[src/lcell_defs.svh]
`ifndef LCELL_DEFS_SVH
`define LCELL_DEFS_SVH
`define LCELL_OFF_CTRL   8'h00
`define LCELL_OFF_POL    8'h04
`define LCELL_OFF_SEL0   8'h08
`define LCELL_OFF_SEL1   8'h0C
`define LCELL_OFF_GATE1  8'h10
`define LCELL_OFF_GATE2  8'h14
`define LCELL_OFF_GATE3  8'h18
`define LCELL_OFF_GATE4  8'h1C
`define LCELL_OFF_MIRROR 8'h20
`define LCELL_OFF_FLAG   8'h24
`define LCELL_RB_BIT     5
`define LCELL_FINV_BIT   7
`define LCELL_FLAG_BIT   0
`define LCELL_CTRL_RST   8'h00
`define LCELL_FINV_RST   1'b0
`define LCELL_HFOSC_IDX  4'hD
`define LCELL_BASE1      4'h0
`define LCELL_BASE2      4'h4
`define LCELL_BASE3      4'h8
`define LCELL_BASE4      4'hC
`endif

[src/lcell_pkg.sv]
package lcell_pkg;
	typedef enum logic [2:0] {
		LCELL_AND_OR = 3'h0,
		LCELL_OR_XOR = 3'h1,
		LCELL_AND4   = 3'h2,
		LCELL_SR     = 3'h3,
		LCELL_DFF_SR = 3'h4,
		LCELL_DFF_R  = 3'h5,
		LCELL_JK_R   = 3'h6,
		LCELL_DLAT   = 3'h7
	} lcell_mode_t;
	typedef struct packed {
		logic        cell_on_bit;
		logic        pin_drive_enable;
		logic        output_readback;
		logic        rise_irq_enable;
		logic        fall_irq_enable;
		lcell_mode_t function_select;
	} lcell_ctrl_t;
	typedef struct packed {
		logic        valid;
		logic        write;
		logic [7:0]  addr;
	} lcell_dphase_t;
endpackage

[src/lcell_core.sv]
// The register offsets and the AHB-Lite register port are this design's own decisions.
`timescale 1ns/1ps
`include "lcell_defs.svh"
module lcell_core #(
	parameter int CELLS    = 2,
	parameter int CELL_IDX = 0
) (
	input  wire logic               ref_clk,
	input  wire logic               resetn,
	input  wire logic               hsel,
	input  wire logic [31:0]        haddr,
	input  wire logic [1:0]         htrans,
	input  wire logic               hwrite,
	input  wire logic [2:0]         hsize,
	input  wire logic               hready,
	input  wire logic [31:0]        hwdata,
	output logic      [31:0]        hrdata,
	output logic                    hreadyout,
	output logic                    hresp,
	input  wire logic [15:0]        data_in,
	input  wire logic [CELLS-1:0]   peer_outputs,
	output logic                    cell_out,
	output logic                    pin_out,
	output logic                    pin_oe,
	output logic                    cell_irq_flag,
	output logic                    osc_keep_request
);
	import lcell_pkg::*;

	lcell_dphase_t dp;
	lcell_dphase_t next_dp;
	lcell_ctrl_t   ctrl;
	lcell_ctrl_t   next_ctrl;
	logic          final_output_invert;
	logic          next_finv;
	logic [3:0]    gate_invert;
	logic [3:0]    next_ginv;
	logic [2:0]    sel [4];
	logic [2:0]    next_sel [4];
	logic [7:0]    gsel [4];
	logic [7:0]    next_gsel [4];
	logic          q;
	logic          next_q;
	logic          clk_prev;
	logic          next_out;
	logic          next_flag;
	logic [3:0]    d;
	logic [3:0]    g;
	logic [3:0]    idx;
	logic          func;
	logic          clk_rise;
	logic          rise_evt;
	logic          fall_evt;
	logic          wr;
	logic          flag_clr;
	logic [7:0]    mirror;

	function automatic logic [3:0] src_idx(input logic [2:0] s,
		input logic [3:0] base);
		src_idx = {1'b0, s} + base;
	endfunction

	// and of enabled true/inverted inputs; even bit true, odd bit inverted
	function automatic logic gate_fn(input logic [7:0] m,
		input logic [3:0] x, input logic inv);
		logic a;
		a = |m;
		for (int j = 0; j < 4; j++) begin
			a = a & (~m[2*j] | x[j]) & (~m[2*j+1] | ~x[j]);
		end
		gate_fn = a ^ inv;
	endfunction

	// bus: zero wait state slave, always okay
	assign hreadyout = 1'b1;
	assign hresp     = 1'b0;

	always_comb begin
		next_dp.valid = 1'b0;
		next_dp.write = 1'b0;
		next_dp.addr  = 8'h00;
		if (hsel && hready && htrans[1]) begin
			next_dp.valid = 1'b1;
			next_dp.write = hwrite;
			next_dp.addr  = haddr[7:0];
		end
	end

	always_ff @(posedge ref_clk) begin
		if (!resetn) begin
			dp <= '0;
		end else begin
			dp <= next_dp;
		end
	end

	assign wr = dp.valid && dp.write;

	// config registers
	always_comb begin
		next_ctrl = ctrl;
		next_finv = final_output_invert;
		next_ginv = gate_invert;
		for (int k = 0; k < 4; k++) begin
			next_sel[k]  = sel[k];
			next_gsel[k] = gsel[k];
		end
		if (wr) begin
			case (dp.addr)
				`LCELL_OFF_CTRL: begin
					next_ctrl = lcell_ctrl_t'(hwdata[7:0]);
					next_ctrl.output_readback = 1'b0;
				end
				`LCELL_OFF_POL: begin
					next_finv = hwdata[`LCELL_FINV_BIT];
					next_ginv = hwdata[3:0];
				end
				`LCELL_OFF_SEL0: begin
					next_sel[0] = hwdata[2:0];
					next_sel[1] = hwdata[6:4];
				end
				`LCELL_OFF_SEL1: begin
					next_sel[2] = hwdata[2:0];
					next_sel[3] = hwdata[6:4];
				end
				`LCELL_OFF_GATE1: next_gsel[0] = hwdata[7:0];
				`LCELL_OFF_GATE2: next_gsel[1] = hwdata[7:0];
				`LCELL_OFF_GATE3: next_gsel[2] = hwdata[7:0];
				`LCELL_OFF_GATE4: next_gsel[3] = hwdata[7:0];
				default: begin
				end
			endcase
		end
	end

	always_ff @(posedge ref_clk) begin
		if (!resetn) begin
			ctrl                <= lcell_ctrl_t'(`LCELL_CTRL_RST);
			final_output_invert <= `LCELL_FINV_RST;
		end else begin
			ctrl                <= next_ctrl;
			final_output_invert <= next_finv;
		end
	end

	// selections, gating and gate polarity are kept across reset
	always_ff @(posedge ref_clk) begin
		gate_invert <= next_ginv;
		for (int k = 0; k < 4; k++) begin
			sel[k]  <= next_sel[k];
			gsel[k] <= next_gsel[k];
		end
	end

	// data selection and gating
	always_comb begin
		idx  = 4'h0;
		d[0] = data_in[src_idx(sel[0], `LCELL_BASE1)];
		d[1] = data_in[src_idx(sel[1], `LCELL_BASE2)];
		d[2] = data_in[src_idx(sel[2], `LCELL_BASE3)];
		d[3] = data_in[src_idx(sel[3], `LCELL_BASE4)];
		osc_keep_request = 1'b0;
		for (int k = 0; k < 4; k++) begin
			g[k] = gate_fn(gsel[k], d, gate_invert[k]);
		end
		idx = src_idx(sel[2], `LCELL_BASE3);
		if (idx == `LCELL_HFOSC_IDX) begin
			osc_keep_request = ctrl.cell_on_bit;
		end
		idx = src_idx(sel[3], `LCELL_BASE4);
		if (idx == `LCELL_HFOSC_IDX) begin
			osc_keep_request = ctrl.cell_on_bit;
		end
	end

	// logic function: g[0] clock/enable, g[1] data/J, g[2] reset,
	// g[3] set or second data/K; in SR mode g[0]/g[1] set and g[2]/g[3] reset
	always_comb begin
		clk_rise = g[0] && !clk_prev;
		next_q   = q;
		func     = 1'b0;
		case (ctrl.function_select)
			LCELL_AND_OR: func = (g[0] & g[1]) | (g[2] & g[3]);
			LCELL_OR_XOR: func = (g[0] | g[1]) ^ (g[2] | g[3]);
			LCELL_AND4:   func = &g;
			LCELL_SR: begin
				if (g[2] | g[3]) begin
					next_q = 1'b0;
				end else if (g[0] | g[1]) begin
					next_q = 1'b1;
				end
				func = next_q;
			end
			LCELL_DFF_SR: begin
				if (g[2]) begin
					next_q = 1'b0;
				end else if (g[3]) begin
					next_q = 1'b1;
				end else if (clk_rise) begin
					next_q = g[1];
				end
				func = next_q;
			end
			LCELL_DFF_R: begin
				if (g[2]) begin
					next_q = 1'b0;
				end else if (clk_rise) begin
					next_q = g[1] & g[3];
				end
				func = next_q;
			end
			LCELL_JK_R: begin
				if (g[2]) begin
					next_q = 1'b0;
				end else if (clk_rise) begin
					case ({g[1], g[3]})
						2'b10:   next_q = 1'b1;
						2'b01:   next_q = 1'b0;
						2'b11:   next_q = ~q;
						default: next_q = q;
					endcase
				end
				func = next_q;
			end
			LCELL_DLAT: begin
				if (g[2]) begin
					next_q = 1'b0;
				end else if (g[3]) begin
					next_q = 1'b1;
				end else if (g[0]) begin
					next_q = g[1];
				end
				func = next_q;
			end
			default: func = 1'b0;
		endcase
		next_out = ctrl.cell_on_bit & (func ^ final_output_invert);
		rise_evt = next_out & ~cell_out;
		fall_evt = ~next_out & cell_out;
		flag_clr = wr && dp.addr == `LCELL_OFF_FLAG &&
			hwdata[`LCELL_FLAG_BIT];
		next_flag = cell_irq_flag & ~flag_clr;
		// set wins over a clear in the same cycle
		if ((rise_evt && ctrl.rise_irq_enable) ||
			(fall_evt && ctrl.fall_irq_enable)) begin
			next_flag = 1'b1;
		end
	end

	// cell state runs every cycle whatever the cpu does
	always_ff @(posedge ref_clk) begin
		if (!resetn) begin
			q             <= 1'b0;
			clk_prev      <= 1'b0;
			cell_out      <= 1'b0;
			cell_irq_flag <= 1'b0;
		end else begin
			q             <= next_q;
			clk_prev      <= g[0];
			cell_out      <= next_out;
			cell_irq_flag <= next_flag;
		end
	end

	assign pin_out = cell_out & ctrl.pin_drive_enable;
	assign pin_oe  = ctrl.pin_drive_enable;

	// read mux; mirror uses one registered sample of all cells
	always_comb begin
		mirror = 8'h00;
		for (int c = 0; c < CELLS; c++) begin
			mirror[c] = (c == CELL_IDX) ? cell_out : peer_outputs[c];
		end
		hrdata = 32'h0000_0000;
		if (dp.valid && !dp.write) begin
			case (dp.addr)
				`LCELL_OFF_CTRL: begin
					hrdata[7:0] = ctrl;
					hrdata[`LCELL_RB_BIT] = cell_out;
				end
				`LCELL_OFF_POL: begin
					hrdata[`LCELL_FINV_BIT] = final_output_invert;
					hrdata[3:0] = gate_invert;
				end
				`LCELL_OFF_SEL0: hrdata[7:0] = {1'b0, sel[1], 1'b0, sel[0]};
				`LCELL_OFF_SEL1: hrdata[7:0] = {1'b0, sel[3], 1'b0, sel[2]};
				`LCELL_OFF_GATE1:  hrdata[7:0] = gsel[0];
				`LCELL_OFF_GATE2:  hrdata[7:0] = gsel[1];
				`LCELL_OFF_GATE3:  hrdata[7:0] = gsel[2];
				`LCELL_OFF_GATE4:  hrdata[7:0] = gsel[3];
				`LCELL_OFF_MIRROR: hrdata[7:0] = mirror;
				`LCELL_OFF_FLAG: hrdata[`LCELL_FLAG_BIT] = cell_irq_flag;
				default: hrdata = 32'h0000_0000;
			endcase
		end
	end

	AST_RISE_SETS: assert property (@(posedge ref_clk) disable iff (!resetn)
		rise_evt && ctrl.rise_irq_enable |=> cell_irq_flag)
		else $error("enabled rising edge did not set flag");
	AST_FALL_SETS: assert property (@(posedge ref_clk) disable iff (!resetn)
		fall_evt && ctrl.fall_irq_enable |=> cell_irq_flag)
		else $error("enabled falling edge did not set flag");
	AST_FLAG_CAUSE: assert property (@(posedge ref_clk) disable iff (!resetn)
		$rose(cell_irq_flag) |->
		$past(rise_evt && ctrl.rise_irq_enable ||
		fall_evt && ctrl.fall_irq_enable))
		else $error("flag set without an enabled edge");
	AST_SET_WINS: assert property (@(posedge ref_clk) disable iff (!resetn)
		flag_clr && rise_evt && ctrl.rise_irq_enable |=>
		cell_irq_flag)
		else $error("edge lost during flag clear");
	AST_OFF_ZERO: assert property (@(posedge ref_clk) disable iff (!resetn)
		!ctrl.cell_on_bit ##1 !ctrl.cell_on_bit |-> !cell_out)
		else $error("disabled cell output not zero");
	AST_READBACK: assert property (@(posedge ref_clk) disable iff (!resetn)
		dp.valid && !dp.write && dp.addr == `LCELL_OFF_CTRL |->
		hrdata[`LCELL_RB_BIT] == cell_out)
		else $error("readback bit differs from output");
	AST_MIRROR: assert property (@(posedge ref_clk) disable iff (!resetn)
		dp.valid && !dp.write && dp.addr == `LCELL_OFF_MIRROR |->
		hrdata[CELL_IDX] == cell_out && hrdata[31:8] == 24'h000000)
		else $error("mirror bit differs from output");
	AST_POL_RSVD: assert property (@(posedge ref_clk) disable iff (!resetn)
		dp.valid && !dp.write && dp.addr == `LCELL_OFF_POL |->
		hrdata[6:4] == 3'h0)
		else $error("reserved polarity bits not zero");
	AST_CTRL_RESET: assert property (@(posedge ref_clk)
		!resetn |=> ctrl == lcell_ctrl_t'(`LCELL_CTRL_RST) && !cell_out)
		else $error("control not cleared by reset");
	AST_PIN: assert property (@(posedge ref_clk) disable iff (!resetn)
		!pin_oe |-> !pin_out)
		else $error("pin driven while disconnected");
	AST_FINV: assert property (@(posedge ref_clk) disable iff (!resetn)
		ctrl.cell_on_bit && $stable(ctrl) && q == $past(q) &&
		$stable(g) && $changed(final_output_invert) |=>
		cell_out != $past(cell_out))
		else $error("final invert did not flip output");
endmodule // lcell_core

[config.mk]
export PLATFORM = sky130hd
export DESIGN_NAME = lcell_core
export DESIGN_NICKNAME = d
export VERILOG_FILES = /design/src/lcell_pkg.sv /design/src/lcell_core.sv
export VERILOG_INCLUDE_DIRS = /design/src
export SDC_FILE = /design/constraint.sdc
export NUM_CORES = 1
export LEC_CHECK = 0
export BUFFER_PORTS_ARGS = -buffer_cell sky130_fd_sc_hd__buf_2
export CAP_MARGIN = 20
export CORE_ASPECT_RATIO = 1.5
export CORE_MARGIN = 1
export CORE_UTILIZATION = 46
export CTS_CLUSTER_SIZE = 24
export DETAILED_ROUTE_END_ITERATION = 8
export GPL_TIMING_DRIVEN = 0
export PLACE_DENSITY = 0.77
export SYNTH_ARGS = -nofsm -noshare
export SYNTH_HDL_FRONTEND = slang
export SYNTH_SLANG_ARGS = --single-unit
[constraint.sdc]
create_clock -name ref_clk -period 3.7 [get_ports ref_clk]
set_input_delay 0.555 -clock ref_clk [delete_from_list [all_inputs] [get_ports ref_clk]]
set_output_delay 0.555 -clock ref_clk [all_outputs]
set_load 0.03 [all_outputs]
==> results of run 1 <==
[power breakdown]
| group | internal [W] | switching, W |
|---|---|---|
| clock | 0.000494 | 0.000286 |
| combinational | 0.0000564 | 0.0000873 |
| sequential | 0.000838 | 0.00000181 |
| total | 0.00139 | 0.000375 |
[final timing paths]
path / from / endpoint / slack, ns / cells after the start
hold reg to reg: ctrl[4] / ctrl[4] / 0.54 / 2
setup reg to reg: sel[1][0] / cell_irq_flag / 0.11 / 13
setup / recovery: sel[1][0] / cell_irq_flag / 0.11 / 13
hold / removal: haddr[6] / dp[6] / 0.43 / 2
[through the flow]
step | util | TNS, ns | setup WS [ns] | power (W) | instances
after floorplan | - | 0 | 0.02540 | 0.0009476 | 355
after global placement | 0.5339 | -0.3505 | -0.3002 | 0.0009898 | 511
after detailed placement | 0.5339 | -0.5018 | -0.3283 | 0.0009916 | 511
after CTS | 0.5744 | 0 | 0.01144 | 0.001767 | 533
after global routing | 0.5880 | -0.02670 | -0.02670 | 0.001812 | 540
final | 0.5880 | 0 | 0.1118 | 0.001764 | 540
[state kept, by name (all words and copies together) (netlist names)]
| register | flops |
|---|---|
| cell_irq_flag | 1 |
| dp | 10 |
| gsel | 32 |
| ctrl | 6 |
| q | 1 |
| clk_prev | 1 |
| pin_oe | 1 |
| final_output_invert | 1 |
| gate_invert | 4 |
| cell_out | 1 |
| sel | 12 |
[layout by cell type, fill, tap and decap left out, types with 10 or more instances in the layout]
cell,count
mux2i_1,32
buf_2,53
buf_4,39
dfxtp_1,22
nor2_1,30
and2_1,11
a22oi_1,18
clkbuf_16,10
edfxtp_1,48
conb_1,26
[cell usage after synthesis (2+ instances only)]
library cell	n
nor2b_1	3
a221oi_1	3
mux2i_1	32
nand2_1	9
nand4_1	2
buf_6	2
and3_1	7
nand3_1	11
nor3_1	7
xor2_1	2
clkbuf_1	3
nor4_1	5
a22oi_1	18
buf_4	26
o2111a_1	2
inv_1	3
a31oi_1	8
a22o_1	4
or4_1	5
nor3b_1	2
mux4_2	3
mux2_2	5
o21ai_0	2
conb_1	2
a21oi_1	9
edfxtp_1	48
buf_2	2
dfxtp_1	22
and2_1	11
a211oi_1	3
nand3b_1	3
a222oi_1	4
nor2_1	30
nand2b_1	3
o22ai_1	2
[layout make-up]
cell class                 instances  area (um^2)
fill                             693         3299
sequential                        70         1882
multi-input combinational        247         1800
timing repair buffer              64        352.8
clock buffer                      15        269.0
buffer                            34        252.7
tap                              105        131.4
inverter                           4        15.01
clock inverter                     1        5.005
[logic make-up after synthesis]
logic type / after synthesis / synth area share
compound gates: 68 / 0.1364
xor+xnor: 4 / 0.01120
buf+inv: 38 / 0.07049
flops: 70 / 0.4954
mux: 42 / 0.1268
other cells: 2 / 0.001977
simple gates: 107 / 0.1578
[critical path, cell delays in order (launching register included)]
cell and delay (ns):
edfxtp_1 0.42, mux4_2 0.56, mux2i_4 0.26, mux2i_1 0.21
nand2_1 0.09, or4_4 0.49, and2_4 0.19, o311a_1 0.28
a211o_1 0.22, a21o_1 0.18, buf_4 0.15, o21ba_1 0.19
o21ai_2 0.15, a21oi_1 0.08
[layer usage]
metal | vias up | share of wire
met5 | - | 0
met2 | 149 | 0.53
li1 | 1442 | -
met1 | 1413 | 0.36
met3 | 25 | 0.071
met4 | 0 | 0.042
[what timing repair did]
item	4_1_cts	5_1_grt
setup endpoints to repair	2	2
hold buffers	0	0
resized for setup	1	10
pin swaps	4	6
setup buffers	6	7
==> impl_results.md, run 1 <==
* Post-synthesis sequential area ratio at 0.4954
* Max Fanout on Critical Path at 4
* Hold_ws at 0.4265 ns
* Met2 usage at 0.4309
* Die Wd at 76.20 um
* Die H at 113.3 um
* Ys async rst share at 0
* CTS tree: done
* Top-area cell type share of the netlist area at 0.3794
* Post-layout instance area at 4708 um^2
* Initial antenna violation count at 0
* Static Leak at 1.911 nW
* Final Hold Vio Count at 0
* PortBufs at 51
* Clock Skews at 0.005458 ns
* Cell count after synthesis at 331
* Total gr overflow at 0
* Core Box Area at 8008 um^2
* N_diodes at 0
* Area delta synth->final at 23.95%
* Top_reg_cell synth: edfxtp_1
* Clock tree buffer depth at 2
* Slew Limit Fails at 0
* Fmax at 278.7 MHz
* Cell Pwr Density at 374.6 nW/um^2
* Peak supply drop at 0.4674 mV
* Synth area leader: edfxtp_1
* # DRC at 0
* Crit Path Class: reg2reg
* CTS buffer count at 9
* Drt via density at 5.609
* Share of layout cells above drive strength 1 at 0.3195
* GPL Wtd Cong at 0.9701
* GRT Max-Usage Layer: met2
* Post-DP Area at 4275 um^2
* Worst hold path type: in2reg
* Tcrit/Tclk final at 0.9698
* Worst path arrival time at 3.80 ns
* Seq cells post-synth at 70
* Final ANT Viol Nets at 0
* H-tree depth at 3
* Status: completed
* First-pass GRT wire length at 15.07 mm
* Number of synthesized flops with an enable pin at 48
* Synth Cell Area at 3799 um^2
* Critical path data required time at 3.91 ns
* Synth cell types at 63
* Dpl hpwl at 7.547 mm
* Crit path launch type: register
* Worst rel slew slack at 0.5435
* GRT Util Overall at 0.2391
* Root Driver: clkbuf_16
* Top area cells in the synthesized netlist: edfxtp_1 (38%), dfxtp_1 (12%), mux2i_1 (8.4%)
* Pin count of the biggest net entering global routing at 12
* Initial Util at 0.4744
* Routed vias at 3,029
* Met1 Use GR at 0.2630
* Initial DRC Count at 265
* I/O pin count at 131
* Vias in the first global route at 2,819
* # setup viols final at 0
* Met3 usage at 0.04355
* DIE AREA at 8633 um^2
* Final wirelength at 9.986 mm
* DRT Pass-1 Iters at 6
* Max_cap viols at 0
* Nets at 522
* Yosys warns at 0
* Worst skew pair latency at 0.33 ns
* Wire length per cell at 18.49 um
* CP endpoint kind: register
* Least-Margin Pin Slew at 0.6822 ns
* Row count at 40
* Post-Syn Area per Cell at 11.48 um^2
* CTS clk-pin slew, worst paths at 0.05 ns
* Clock Sinks at 70
* Min Tclk post-route at 3.588 ns
Power figures use the tool's default switching activity.
==> run 2, diff against run 1 <==
--- a/config.mk
+++ b/config.mk
@@ -10,11 +10,10 @@
 export CAP_MARGIN = 20
 export CORE_ASPECT_RATIO = 1.5
 export CORE_MARGIN = 1
-export CORE_UTILIZATION = 46
+export CORE_UTILIZATION = 50
 export CTS_CLUSTER_SIZE = 24
 export DETAILED_ROUTE_END_ITERATION = 8
-export GPL_TIMING_DRIVEN = 0
-export PLACE_DENSITY = 0.77
+export PLACE_DENSITY = 0.8
 export SYNTH_ARGS = -nofsm -noshare
 export SYNTH_HDL_FRONTEND = slang
 export SYNTH_SLANG_ARGS = --single-unit
==> constraint.sdc (replaced) <==
create_clock -name ref_clk -period 3.8 [get_ports ref_clk]
set_input_delay 0.57 -clock ref_clk [delete_from_list [all_inputs] [get_ports ref_clk]]
set_output_delay 0.57 -clock ref_clk [all_outputs]
set_load 0.03 [all_outputs]
==> run 2 against run 1 <==
Against the previous run: die area decreased by 7.8%; largest cell class unchanged; largest power group unchanged; cell count decreased by 6.3%; global-route usage increased by 2.9 points.
==> impl_results.md, run 2 (same netlist as run 1, synthesis figures left out) <==
* N_diodes at 0 (unchanged)
* Pin count of the biggest net entering global routing at 12 (unchanged)
* Clock Skews at 0.006907 ns (+0.001449 ns)
* Worst rel slew slack at 0.5117 (-0.03180)
* Die H at 108.8 um (-4.0%)
* CTS tree: done
* Fmax at 270.5 MHz (-2.9%)
* Critical path data required time at 4.03 ns (+0.12 ns)
* Routed vias at 3,018 (-0.36%)
* Largest Register: gsel
* Initial Util at 0.5222 (+0.04781)
* First-pass GRT wire length at 14.89 mm (-1.2%)
* Crit path launch type: register
* Final Hold Vio Count at 0 (unchanged)
* Initial antenna violation count at 0 (unchanged)
* Worst skew pair latency at 0.35 ns (+0.02 ns)
* Initial DRC Count at 265 (unchanged)
* Cell Pwr Density at 334.2 nW/um^2 (-11%)
* Most frequent cells in the layout: buf_2 (51), edfxtp_1 (48), mux2i_1 (32)
* Vias in the first global route at 2,807 (-0.43%)
* Biggest regs: gsel (32), sel (12), dp (10)
* Nets at 493 (-5.6%)
* CTS buffer count at 9 (unchanged)
* Hold buffers post-CTS at 0 (unchanged)
* Final ANT Viol Nets at 0 (unchanged)
* GPL Wtd Cong at 1.057 (+8.9%)
* # setup viols final at 0 (unchanged)
* Drt via density at 5.964 (+6.3%)
* Tcrit/Tclk final at 0.9730 (+0.003170)
* Post-DP Area at 4126 um^2 (-3.5%)
* Status: completed
* Root Driver: clkbuf_8
* PortBufs at 51 (unchanged)
* H-tree depth at 3 (unchanged)
* Fin cells at 506 (-6.3%)
* CP endpoint kind: register
* Max reg flops at 32 (unchanged)
* Core Box Area at 7274 um^2 (-9.2%)
* Min Tclk post-route at 3.697 ns (+0.1090 ns)
* Crit Path Class: reg2reg
* Clock tree buffer depth at 2 (unchanged)
* CTS clk-pin slew, worst paths at 0.07 ns (+0.02 ns)
* # DRC at 0 (unchanged)
* Final wirelength at 9.962 mm (-0.24%)
* Area delta synth->final at 15.98%
* DIE AREA at 7957 um^2 (-7.8%)
* Row count at 38 (-5.0%)
* Design Power at 0.001472 W (-17%)
* Cells after DPL at 485 (-5.1%)
* Dpl hpwl at 7.631 mm (+1.1%)
* Die Wd at 73.17 um (-4.0%)
* Max_cap viols at 0 (unchanged)
* Max Fanout on Critical Path at 5 (+1)
* Wire length per cell at 19.69 um (+6.5%)
* Peak supply drop at 0.2458 mV (-47%)
* DRT Pass-1 Iters at 6 (unchanged)
* Clock Sinks at 70 (unchanged)
* Share of layout cells above drive strength 1 at 0.2808 (-0.03875)
* Most common cell after layout, fill and taps aside: buf_2
* Static Leak at 1.719 nW (-10%)
* GRT Util Overall at 0.2678 (+0.02873)
* Worst hold path type: in2reg
* Total gr overflow at 0 (unchanged)
* I/O pin count at 131 (unchanged)
* Least-Margin Pin Slew at 0.7297 ns (+0.04753 ns)
* Slew Limit Fails at 0 (unchanged)
* Fin worst setup slack at 0.1028 ns (-0.009026 ns)
* Worst path arrival time at 3.93 ns (+0.13 ns)
* Dpl ws at -0.04614 ns (+0.2821 ns)
* Post-layout instance area at 4405 um^2 (-6.4%)
## run 2: cell type report
class                   count  area [um^2]
clock buffers              12        165.2
inverters                   4        15.01
clock inverters             4        20.02
well taps                 100        125.1
repair buffers             69        402.9
flip-flops and latches     70         1882
multi-input cells         247         1795
fillers                   615         2869
## run 2: final timing paths
path / start / to / slack (ns) / cells past startpoint
max: sel[0][0] / cell_irq_flag / 0.10 / 14
min: haddr[5] / dp[5] / 0.42 / 2
min reg2reg: ctrl[3] / ctrl[3] / 0.57 / 2
max reg2reg: sel[0][0] / cell_irq_flag / 0.10 / 14
## run 2: metal layers
layer / vias up / wire [um] / global-route usage
li1: 1377 / - / -
met1: 1440 / 3650 / 0.3069
met2: 167 / 4963 / 0.4438
met4: 0 / 495 / 0.1807
met5: - / 0 / 0
met3: 34 / 854 / 0.05545
## run 2: repair_timing
action                                  CTS  global route
buffers inserted                          0             5
endpoints found under the setup margin    0             2
resized for setup                         0             9
hold endpoints to repair                  0             0
## run 2: through the flow
step / utilization / TNS (ns) / hold slack [ns]
final: 0.6056 / 0 / 0.4169
after global routing: 0.6056 / -0.006382 / 0.4197
after CTS: 0.5927 / 0 / 0.4038
after detailed placement: 0.5673 / -0.04614 / 0.5657
after global placement: 0.5673 / -0.02070 / 0.5593
after floorplan: - / 0 / 0.4784
## run 2: power by group
part / internal (W) / switching (W)
sequential: 0.000815 / 0.00000309
clock: 0.000284 / 0.000253
combinational: 0.0000363 / 0.0000804
total: 0.00114 / 0.000337
## run 2: critical path: stages, from the launching register on
cell and delay (ns):
edfxtp_1 0.51, mux2i_1 0.17, mux4_2 0.60, buf_4 0.19
mux2_2 0.26, a21oi_1 0.13, nand4_1 0.22, xor2_2 0.28
buf_4 0.16, o2111a_1 0.11, a211oi_2 0.21, nor3_2 0.08
or4_1 0.51, nand3_1 0.09, a21oi_1 0.05
